--- config.mk ---
export PLATFORM = sky130hd
export DESIGN_NAME = sgc_global_ctrl
export DESIGN_NICKNAME = d
export VERILOG_FILES = /design/src/rtl/sgc_pkg.sv /design/src/rtl/sgc_global_ctrl.sv
export VERILOG_INCLUDE_DIRS = /design/src /design/src/rtl
export SDC_FILE = /design/constraint.sdc
export NUM_CORES = 1
export LEC_CHECK = 0
export BUFFER_PORTS_ARGS = -buffer_cell sky130_fd_sc_hd__buf_2
export CAP_MARGIN = 20
export CORE_AREA = 2 2 97 99
export DETAILED_ROUTE_END_ITERATION = 10
export DIE_AREA = 0 0 99 101
export PLACE_DENSITY = 0.85
export SETUP_SLACK_MARGIN = 0.02
export SLEW_MARGIN = 20
export SYNTH_ARGS = -nofsm -noshare
export SYNTH_HDL_FRONTEND = slang
export SYNTH_SLANG_ARGS = --single-unit
--- constraint.sdc ---
create_clock -name clk -period 5.9 [get_ports clk]
set_input_delay 0 -clock clk [delete_from_list [all_inputs] [get_ports clk]]
set_output_delay 0 -clock clk [all_outputs]
set_load 0.02 [all_outputs]
--- src/rtl/sgc_params.svh ---
// Offsets, field positions, reset values and timing counts of the global control bank
`ifndef SGC_PARAMS_SVH
`define SGC_PARAMS_SVH

// Register indices; byte address is four times the index
`define SGC_IDX_FAMILY 2'h0
`define SGC_IDX_CHIP_RUN 2'h1
`define SGC_IDX_GCTL0 2'h2
`define SGC_IDX_GCTL1 2'h3
`define SGC_IDX_LAST 6'h03

// Chip identity and run register fields
`define SGC_BIT_RUN 0
`define SGC_RST_RUN 1'b1

// Global control 0 fields
`define SGC_BIT_BACKOFF 7
`define SGC_BIT_SOFT_RST 6
`define SGC_BIT_DYN_FLUSH 5
`define SGC_BIT_STAT_FLUSH 4
`define SGC_BIT_PAUSE_SEL 1
`define SGC_BIT_LINK_AGE 0
`define SGC_GCTL0_RSVD 8'h0C

// Global control 1: only the reserved top bit is held here
`define SGC_GCTL1_RSVD 8'h00

// Pause frame recognition
`define SGC_PAUSE_TYPE 16'h8808
`define SGC_PAUSE_DA 48'h0180C2000001
`define SGC_GROUP_BIT 40

// Timing
`define SGC_CLK_MHZ 250
`define SGC_FAST_AGE_US 800
`define SGC_FAST_AGE_CYC (`SGC_FAST_AGE_US * `SGC_CLK_MHZ)
`define SGC_AGE_PERIOD_S 300
`define SGC_AGE_PERIOD_CYC (64'd300 * 64'd1000000 * 64'd250)

`endif

--- src/rtl/sgc_pkg.sv ---
// Types shared by the global control bank and its bench
package sgc_pkg;

    // Wishbone classic request
    typedef struct packed {
        logic cyc;
        logic stb;
        logic we;
        logic [7:0] adr;
        logic [3:0] sel;
        logic [31:0] dat;
    } sgc_wb_req_t;

    // Wishbone classic answer
    typedef struct packed {
        logic ack;
        logic [31:0] dat;
    } sgc_wb_rsp_t;

    // Header fields of a received frame
    typedef struct packed {
        logic valid;
        logic [47:0] dest;
        logic [15:0] type_len;
        logic flow_ctrl;
    } sgc_frame_t;

    // One static address table entry
    typedef struct packed {
        logic valid;
        logic [47:0] mac;
        logic [4:0] fwd_ports;
    } sgc_static_entry_t;

    // Static flush walker states
    typedef enum logic {
        SGC_WALK_IDLE,
        SGC_WALK_RUN
    } sgc_walk_t;

endpackage

--- src/rtl/sgc_global_ctrl.sv ---
// Global identity and control registers of the five-port switch
//
// How it works
// - The run bit lets the switch forward while set, halts it while clear, and resets set.
// - Global control 0 bit 7 picks the alternative collision back-off when set and resets clear.
// - Global control 0 bit 6 resets every state machine and the data path but no configuration.
// - While soft reset is on, incoming packets are refused; configuration registers keep their values but the flush bits 5 and 4 clear.
// - Writing one to bit 5 starts a dynamic table flush, and the bit clears itself.
// - The dynamic flush only removes entries of ports with learning off, so software turns it off first.
// - Writing one to bit 4 starts a static table flush of matching entries, and the bit clears itself.
// - A static entry matches when unicast with exactly one forwarding port whose learning is off.
// - With pause drop select set, frames with type 0x8808 or the pause group address are dropped.
// - With pause drop select clear, only frames classed as flow control are dropped; it resets clear.
// - With link-change aging on, a port going from link to no link starts a fast age under 800 us.
// - After a fast age cycle, aging returns to its normal 300 s period.
// - With link-change aging on, losing any port's link ages out every learned address.
//
// Our own choice: the Wishbone slave port.
`timescale 1ns/100ps
`include "sgc_params.svh"

module sgc_global_ctrl #(
    parameter int NUM_PORTS = 5,
    parameter int STATIC_ENTRIES = 32,
    parameter logic [7:0] FAMILY_IDENTITY = 8'h5A,  // Arbitrary value
    parameter logic [3:0] PART_ID = 4'h3,     // Arbitrary value
    parameter logic [2:0] REVISION = 3'h1,    // Arbitrary value
    parameter logic [36:0] FAST_AGE_CYC = 37'(`SGC_FAST_AGE_CYC),
    parameter logic [36:0] AGE_PERIOD_CYC = 37'(`SGC_AGE_PERIOD_CYC)
) (
    // Clock and reset
    input wire logic clk,
    input wire logic rst_b,
    // Register bus
    input wire sgc_pkg::sgc_wb_req_t wb_req,
    output sgc_pkg::sgc_wb_rsp_t wb_rsp,
    // Port status
    input wire logic [NUM_PORTS-1:0] link_up,
    input wire logic [NUM_PORTS-1:0] learn_disabled,
    // Frame classification
    input wire sgc_pkg::sgc_frame_t frame,
    output logic frame_drop,
    output logic frame_drop_valid,
    // Switch control
    output logic switch_run,
    output logic rx_accept,
    output logic backoff_alt_sel,
    output logic soft_reset_active,
    output logic pause_drop_select,
    // Dynamic table flush
    output logic dyn_flush_req,
    output logic [NUM_PORTS-1:0] dyn_flush_ports,
    // Static table walk
    output logic [$clog2(STATIC_ENTRIES)-1:0] static_index,
    input wire sgc_pkg::sgc_static_entry_t static_entry,
    output logic static_clear,
    output logic [$clog2(STATIC_ENTRIES)-1:0] static_clear_index,
    // Aging
    output logic fast_age_active,
    output logic age_tick,
    output logic age_all
);
    import sgc_pkg::*;

    localparam int IW = $clog2(STATIC_ENTRIES);
    localparam logic [IW-1:0] LAST_INDEX = IW'(STATIC_ENTRIES - 1);

    logic run_reg;
    logic backoff_reg;
    logic soft_rst_reg;
    logic dyn_flush_reg;
    logic stat_flush_reg;
    logic pause_sel_reg;
    logic link_age_reg;
    logic ack_reg;
    logic [31:0] rdat_reg;
    logic [7:0] rdat_next;
    logic [NUM_PORTS-1:0] link_prev_reg;
    logic link_fell;
    logic wr_stb;
    logic [5:0] reg_idx;
    logic [7:0] wbyte;
    sgc_walk_t walk_reg;
    logic [IW-1:0] idx_reg;
    logic [36:0] age_cnt_reg;
    logic fast_reg;

    // Static entry qualifies for flushing
    function automatic logic static_match(input sgc_static_entry_t e, input logic [NUM_PORTS-1:0] ld);
        logic hit;
        hit = e.valid && !e.mac[`SGC_GROUP_BIT] && $onehot(e.fwd_ports);
        return hit && ((e.fwd_ports & ld) != '0);
    endfunction

    // Write strobe aimed at one register index
    function automatic logic reg_write(input logic stb, input logic [5:0] idx, input logic [1:0] target);
        logic hit;
        hit = stb && idx == {4'h0, target};
        return hit;
    endfunction

    // Bus decode
    assign reg_idx = wb_req.adr[7:2];
    assign wbyte = wb_req.dat[7:0];
    assign wr_stb = wb_req.cyc && wb_req.stb && wb_req.we && !ack_reg && wb_req.sel[0];
    assign link_fell = |(link_prev_reg & ~link_up);

    // Read data mux
    always_comb begin
        rdat_next = 8'h00;
        // Indices past the last register read zero
        if (reg_idx <= `SGC_IDX_LAST) begin
            unique case (reg_idx[1:0])
                `SGC_IDX_FAMILY: rdat_next = FAMILY_IDENTITY;
                `SGC_IDX_CHIP_RUN: rdat_next = {PART_ID, REVISION, run_reg};
                `SGC_IDX_GCTL0: begin
                    rdat_next = `SGC_GCTL0_RSVD;
                    rdat_next[`SGC_BIT_BACKOFF] = backoff_reg;
                    rdat_next[`SGC_BIT_SOFT_RST] = soft_rst_reg;
                    rdat_next[`SGC_BIT_DYN_FLUSH] = dyn_flush_reg;
                    rdat_next[`SGC_BIT_STAT_FLUSH] = stat_flush_reg;
                    rdat_next[`SGC_BIT_PAUSE_SEL] = pause_sel_reg;
                    rdat_next[`SGC_BIT_LINK_AGE] = link_age_reg;
                end
                `SGC_IDX_GCTL1: rdat_next = `SGC_GCTL1_RSVD;
            endcase
        end
    end

    // Bus answer, one wait state
    // Unmapped indices still answer so the master never hangs
    always_ff @(posedge clk) begin
        if (!rst_b) begin
            ack_reg <= 1'b0;
            rdat_reg <= 32'h00000000;
        end else begin
            ack_reg <= wb_req.cyc && wb_req.stb && !ack_reg;
            rdat_reg <= {24'h000000, rdat_next};
        end
    end

    // Configuration bits; soft reset leaves these alone
    always_ff @(posedge clk) begin
        if (!rst_b) begin
            run_reg <= `SGC_RST_RUN;
            backoff_reg <= 1'b0;
            soft_rst_reg <= 1'b0;
            pause_sel_reg <= 1'b0;
            link_age_reg <= 1'b0;
        end else if (reg_write(wr_stb, reg_idx, `SGC_IDX_CHIP_RUN)) begin
            run_reg <= wbyte[`SGC_BIT_RUN];
        end else if (reg_write(wr_stb, reg_idx, `SGC_IDX_GCTL0)) begin
            backoff_reg <= wbyte[`SGC_BIT_BACKOFF];
            soft_rst_reg <= wbyte[`SGC_BIT_SOFT_RST];
            pause_sel_reg <= wbyte[`SGC_BIT_PAUSE_SEL];
            // Link-change aging enable
            link_age_reg <= wbyte[`SGC_BIT_LINK_AGE];
        end
    end

    // Dynamic flush trigger, self clearing
    // A trigger written while soft reset is on is lost
    always_ff @(posedge clk) begin
        if (!rst_b || soft_rst_reg) begin
            dyn_flush_reg <= 1'b0;
            dyn_flush_req <= 1'b0;
            dyn_flush_ports <= '0;
        end else begin
            dyn_flush_reg <= reg_write(wr_stb, reg_idx, `SGC_IDX_GCTL0) && wbyte[`SGC_BIT_DYN_FLUSH];
            dyn_flush_req <= dyn_flush_reg;
            if (dyn_flush_reg) begin
                dyn_flush_ports <= learn_disabled;
            end
        end
    end

    // Static flush walker over the table
    // One index per cycle; a trigger during a walk is ignored
    always_ff @(posedge clk) begin
        if (!rst_b || soft_rst_reg) begin
            walk_reg <= SGC_WALK_IDLE;
            idx_reg <= '0;
            stat_flush_reg <= 1'b0;
            static_clear <= 1'b0;
            static_clear_index <= '0;
        end else begin
            static_clear <= 1'b0;
            unique case (walk_reg)
                SGC_WALK_IDLE: begin
                    idx_reg <= '0;
                    if (reg_write(wr_stb, reg_idx, `SGC_IDX_GCTL0) && wbyte[`SGC_BIT_STAT_FLUSH]) begin
                        stat_flush_reg <= 1'b1;
                        walk_reg <= SGC_WALK_RUN;
                    end
                end
                SGC_WALK_RUN: begin
                    if (static_match(static_entry, learn_disabled)) begin
                        static_clear <= 1'b1;
                        static_clear_index <= idx_reg;
                    end
                    if (idx_reg == LAST_INDEX) begin
                        stat_flush_reg <= 1'b0;
                        walk_reg <= SGC_WALK_IDLE;
                    end else begin
                        idx_reg <= idx_reg + IW'(1);
                    end
                end
            endcase
        end
    end

    assign static_index = idx_reg;

    // Link state history for edge detection
    // Cleared at reset so a port already down is not seen as a loss
    always_ff @(posedge clk) begin
        if (!rst_b) begin
            link_prev_reg <= '0;
        end else begin
            link_prev_reg <= link_up;
        end
    end

    // Aging timer, normal or fast period
    always_ff @(posedge clk) begin
        if (!rst_b || soft_rst_reg) begin
            fast_reg <= 1'b0;
            age_cnt_reg <= '0;
            age_tick <= 1'b0;
            age_all <= 1'b0;
        end else begin
            age_tick <= 1'b0;
            age_all <= 1'b0;
            // A new link loss restarts the fast cycle
            if (link_age_reg && link_fell) begin
                fast_reg <= 1'b1;
                age_cnt_reg <= '0;
            end else if (fast_reg && age_cnt_reg >= FAST_AGE_CYC - 37'd1) begin
                age_all <= 1'b1;
                fast_reg <= 1'b0;
                age_cnt_reg <= '0;
            end else if (!fast_reg && age_cnt_reg >= AGE_PERIOD_CYC - 37'd1) begin
                age_tick <= 1'b1;
                age_cnt_reg <= '0;
            end else begin
                age_cnt_reg <= age_cnt_reg + 37'd1;
            end
        end
    end

    // Frame drop decision
    // Verdict follows the header by one cycle
    always_ff @(posedge clk) begin
        if (!rst_b || soft_rst_reg) begin
            frame_drop <= 1'b0;
            frame_drop_valid <= 1'b0;
        end else begin
            frame_drop_valid <= frame.valid;
            if (pause_sel_reg) begin
                frame_drop <= frame.type_len == `SGC_PAUSE_TYPE || frame.dest == `SGC_PAUSE_DA;
            end else begin
                frame_drop <= frame.flow_ctrl;
            end
        end
    end

    // Control outputs from flops
    always_ff @(posedge clk) begin
        if (!rst_b) begin
            switch_run <= `SGC_RST_RUN;
            rx_accept <= 1'b0;
            backoff_alt_sel <= 1'b0;
            soft_reset_active <= 1'b0;
            pause_drop_select <= 1'b0;
            fast_age_active <= 1'b0;
        end else begin
            switch_run <= run_reg;
            rx_accept <= run_reg && !soft_rst_reg;
            backoff_alt_sel <= backoff_reg;
            soft_reset_active <= soft_rst_reg;
            pause_drop_select <= pause_sel_reg;
            fast_age_active <= fast_reg;
        end
    end

    assign wb_rsp.ack = ack_reg;
    assign wb_rsp.dat = rdat_reg;

endmodule

==> run_results.csv <==
group,metric,value,unit
global_route,grt_overflow_total,0,
setup_path,end_kind,"register",
routing,final_antenna_net_count,0,
floorplan,core_area,8980,um2
sta,hold_viol,0,
placement,gp_congestion,0.911,
power,p_leak,2.13,nW
sta,fin_crit_sh,46.8,%
min_path,hold_depth,3,
setup_path,required,6.14,ns
sta,setup_viol,0,
routing,drtIter0Drc,256,
sta,finClkSkew,0.0117,ns
yosys,yosysWarnings,0,
clock_tree,cts_buffers,9,
placement,place_hpwl,8530,um
routing,remaining_drc_errors,0,
sta,setup_tns,0,ns
sta,fmaxAchievable,362,MHz
yosys,netlist_instances,470,
clock_tree,numClockSinks,87,
placement,io_buffers,136,
clock_tree,root_buffer,"clkbuf_8",
power,ir_drop,128,uV
setup_path,worstRegToRegCells,6,
floorplan,dieArea,10000,um2
sta,whs,0.0629,ns
floorplan,die_w,99,um
global_route,grt_pass1_vias,3983,
run_status,status,"finished, final reports clean",
yosys,synth.cell_area,4190,um2
min_path,hold_class,"in -> reg",
setup_path,cp_max_fo,20,
global_route,antenna_found_initial,5,
sta,tightest_slew,0.799,ns
routing,drt-total-wl,11700,um
routing,vias,4063,
floorplan,row_count,35,
flow_run,maxCapViolations,0,
yosys,yosysSeqAreaShare,41.6,%
setup_path,critPathArrivalTime,3.00,ns
yosys,synth-seq-cells,87,
floorplan,start_util,46.6,%
layout,largest_reg_flops,37,
floorplan,io_pins,239,
layout,area_delta_synth_final,25.1,%
global_route,grt_max_degree,24,
global_route,grt_usage,22.7,%
yosys,synth_edf_count,0,
sta,rsz0062_at_grt,"no",
setup_path,setup.worst_path.class,"in -> reg",
floorplan,die_y,101,um
power,p_per_area,200,nW/um2
yosys,synth_ff_type,"dfxtp_1",
routing,viasPerCell,5.50,
yosys,synth_area_per_cell,8.91,um2
setup_path,worstSetupStartpointType,"input pin",
clock_tree,clockBufferDepth,2,
clock_tree,clock_latency,0.35,ns
clock_tree,postCtsSetupBuffers,0,
routing,drtPass1Iterations,5,
clock_tree,ctsResizeCount,0,
yosys,synthDistinctLibCells,48,
layout,nNetsFinal,804,
layout,layout-drive-gt1-share,25.5,%
sta,slew_headroom,46.7,%
clock_tree,tritoncts,"done",
clock_tree,worst_setup_hold_path_clk_slew,0.09,ns
clock_tree,htree_levels,3,
routing,routedWlPerCell,15.8,um
sta,timing.final.crit_period,2.76,ns
sta,slew_violations,0,
global_route,grt_pass1_wl,18000,um
yosys,synthArstFlopShare,0,%
## worst max-delay path, cell delays in order
cell and delay (ns):
dlygate4sd3_1 0.51, buf_2 0.29, nor2b_1 0.59, nand4_1 0.78, buf_4 0.48, nor4b_1 0.33
## Yosys cell counts (2+ instances only)
library cell | n | share of area [%]
nand3_1 | 22 | 2.6
or3_1 | 4 | 0.60
fa_1 | 2 | 0.96
and2_1 | 17 | 2.5
inv_1 | 12 | 1.1
ha_1 | 4 | 1.2
dfxtp_1 | 87 | 42
o21ai_0 | 5 | 0.60
mux2i_1 | 16 | 3.8
buf_2 | 2 | 0.24
nand4_1 | 15 | 2.2
nor2b_1 | 8 | 1.2
a22oi_1 | 2 | 0.36
or2_2 | 2 | 0.30
and4_1 | 5 | 1.0
a21oi_1 | 9 | 1.1
nand3b_1 | 3 | 0.54
nand2b_1 | 9 | 1.3
nor3_1 | 17 | 2.0
buf_4 | 25 | 4.5
or4_1 | 4 | 0.72
xnor2_1 | 19 | 4.0
and3_1 | 5 | 0.75
clkbuf_1 | 17 | 1.5
nand4b_1 | 3 | 0.63
nor4_1 | 52 | 7.8
xor2_1 | 18 | 3.8
nor2_1 | 32 | 2.9
nor4b_1 | 11 | 2.3
nand2_1 | 25 | 2.2
## report_power, final
group,leakage [nW],switching [mW],internal [mW]
Combinational,1.35,0.0509,0.0463
Clock,0.0744,0.202,0.151
Sequential,0.704,0.00323,0.592
## worst paths after layout
kind                    from             end  slack [ns]
max                    rst_b  age_cnt_reg[1]        3.14
min               wb_req[46]         ack_reg        0.06
max reg2reg  age_cnt_reg[18]        age_tick        3.14
min reg2reg   stat_flush_reg  stat_flush_reg        0.49
## cells in the final DEF, fill, tap and decap left out, types with 2 or more instances in the layout
| master | instances |
|---|---|
| a21oi_1 | 9 |
| a22oi_1 | 2 |
| and2_1 | 17 |
| and3_1 | 5 |
| and4_1 | 5 |
| buf_2 | 136 |
| buf_4 | 4 |
| clkbuf_8 | 9 |
| clkinvlp_4 | 3 |
| conb_1 | 24 |
| dfxtp_1 | 87 |
| diode_2 | 5 |
| dlygate4sd3_1 | 21 |
| fa_1 | 2 |
| ha_1 | 4 |
| inv_1 | 12 |
| mux2i_1 | 16 |
| nand2_1 | 25 |
| nand2b_1 | 9 |
| nand3_1 | 22 |
| nand3b_1 | 3 |
| nand4_1 | 15 |
| nand4b_1 | 3 |
| nor2_1 | 32 |
| nor2b_1 | 8 |
| nor3_1 | 17 |
| nor4_1 | 52 |
| nor4b_1 | 11 |
| o21ai_0 | 5 |
| or2_2 | 2 |
| or3_1 | 4 |
| or4_1 | 4 |
| xnor2_1 | 19 |
| xor2_1 | 18 |
## final cells by class
cell class,count,area (um2)
Clock buffer,10,128
Multi-Input combinational cell,348,2210
Inverter,12,45.0
Clock inverter,5,36.3
Timing Repair Buffer,161,921
Fill cell,752,3740
Antenna cell,5,12.5
Tap cell,111,139
Sequential cell,87,1740
## stage by stage
step / setup slack, ns / instance area [um2] / power [mW] / utilization, % / instances
after global routing: 2.91 / 5240 / 1.08 / 58.3 / 739
final: 3.14 / 5240 / 1.05 / 58.3 / 739
after CTS: 3.18 / 5220 / 1.05 / 58.2 / 734
after detailed placement: 3.21 / 4850 / 0.693 / 54.0 / 698
after floorplan: 3.55 / 4270 / 0.660 / - / 493
after global placement: 3.22 / 4850 / 0.690 / 54.0 / 698
## metal layers
metal | GRT usage, % | wire, um | vias to the layer above
met2 | 40.4 | 5710 | 207
met3 | 5.13 | 1100 | 33
met5 | 0 | 0 | -
met1 | 25.0 | 4460 | 1880
li1 | - | - | 1943
met4 | 12.4 | 395 | 0
## cells by family (layout without fill, tap and decap cells)
| kind of cell | count (synthesis) | count (layout) | share of synthesized area, % |
|---|---|---|---|
| simple gates | 236 | 236 | 32.1 |
| mux | 16 | 16 | 3.83 |
| compound gates | 29 | 29 | 4.81 |
| flops | 87 | 87 | 41.6 |
| xor+xnor | 37 | 37 | 7.74 |
| other cells | 1 | 29 | 0.0896 |
| fa+ha+maj | 6 | 6 | 2.15 |
| buf+inv | 58 | 188 | 7.68 |
## timing repair
item                                    4_1_cts  5_1_grt
hold buffers                                 21        0
hold endpoints to repair                     26        0
endpoints found under the setup margin        0        0
(Power assumes the default switching activity.)
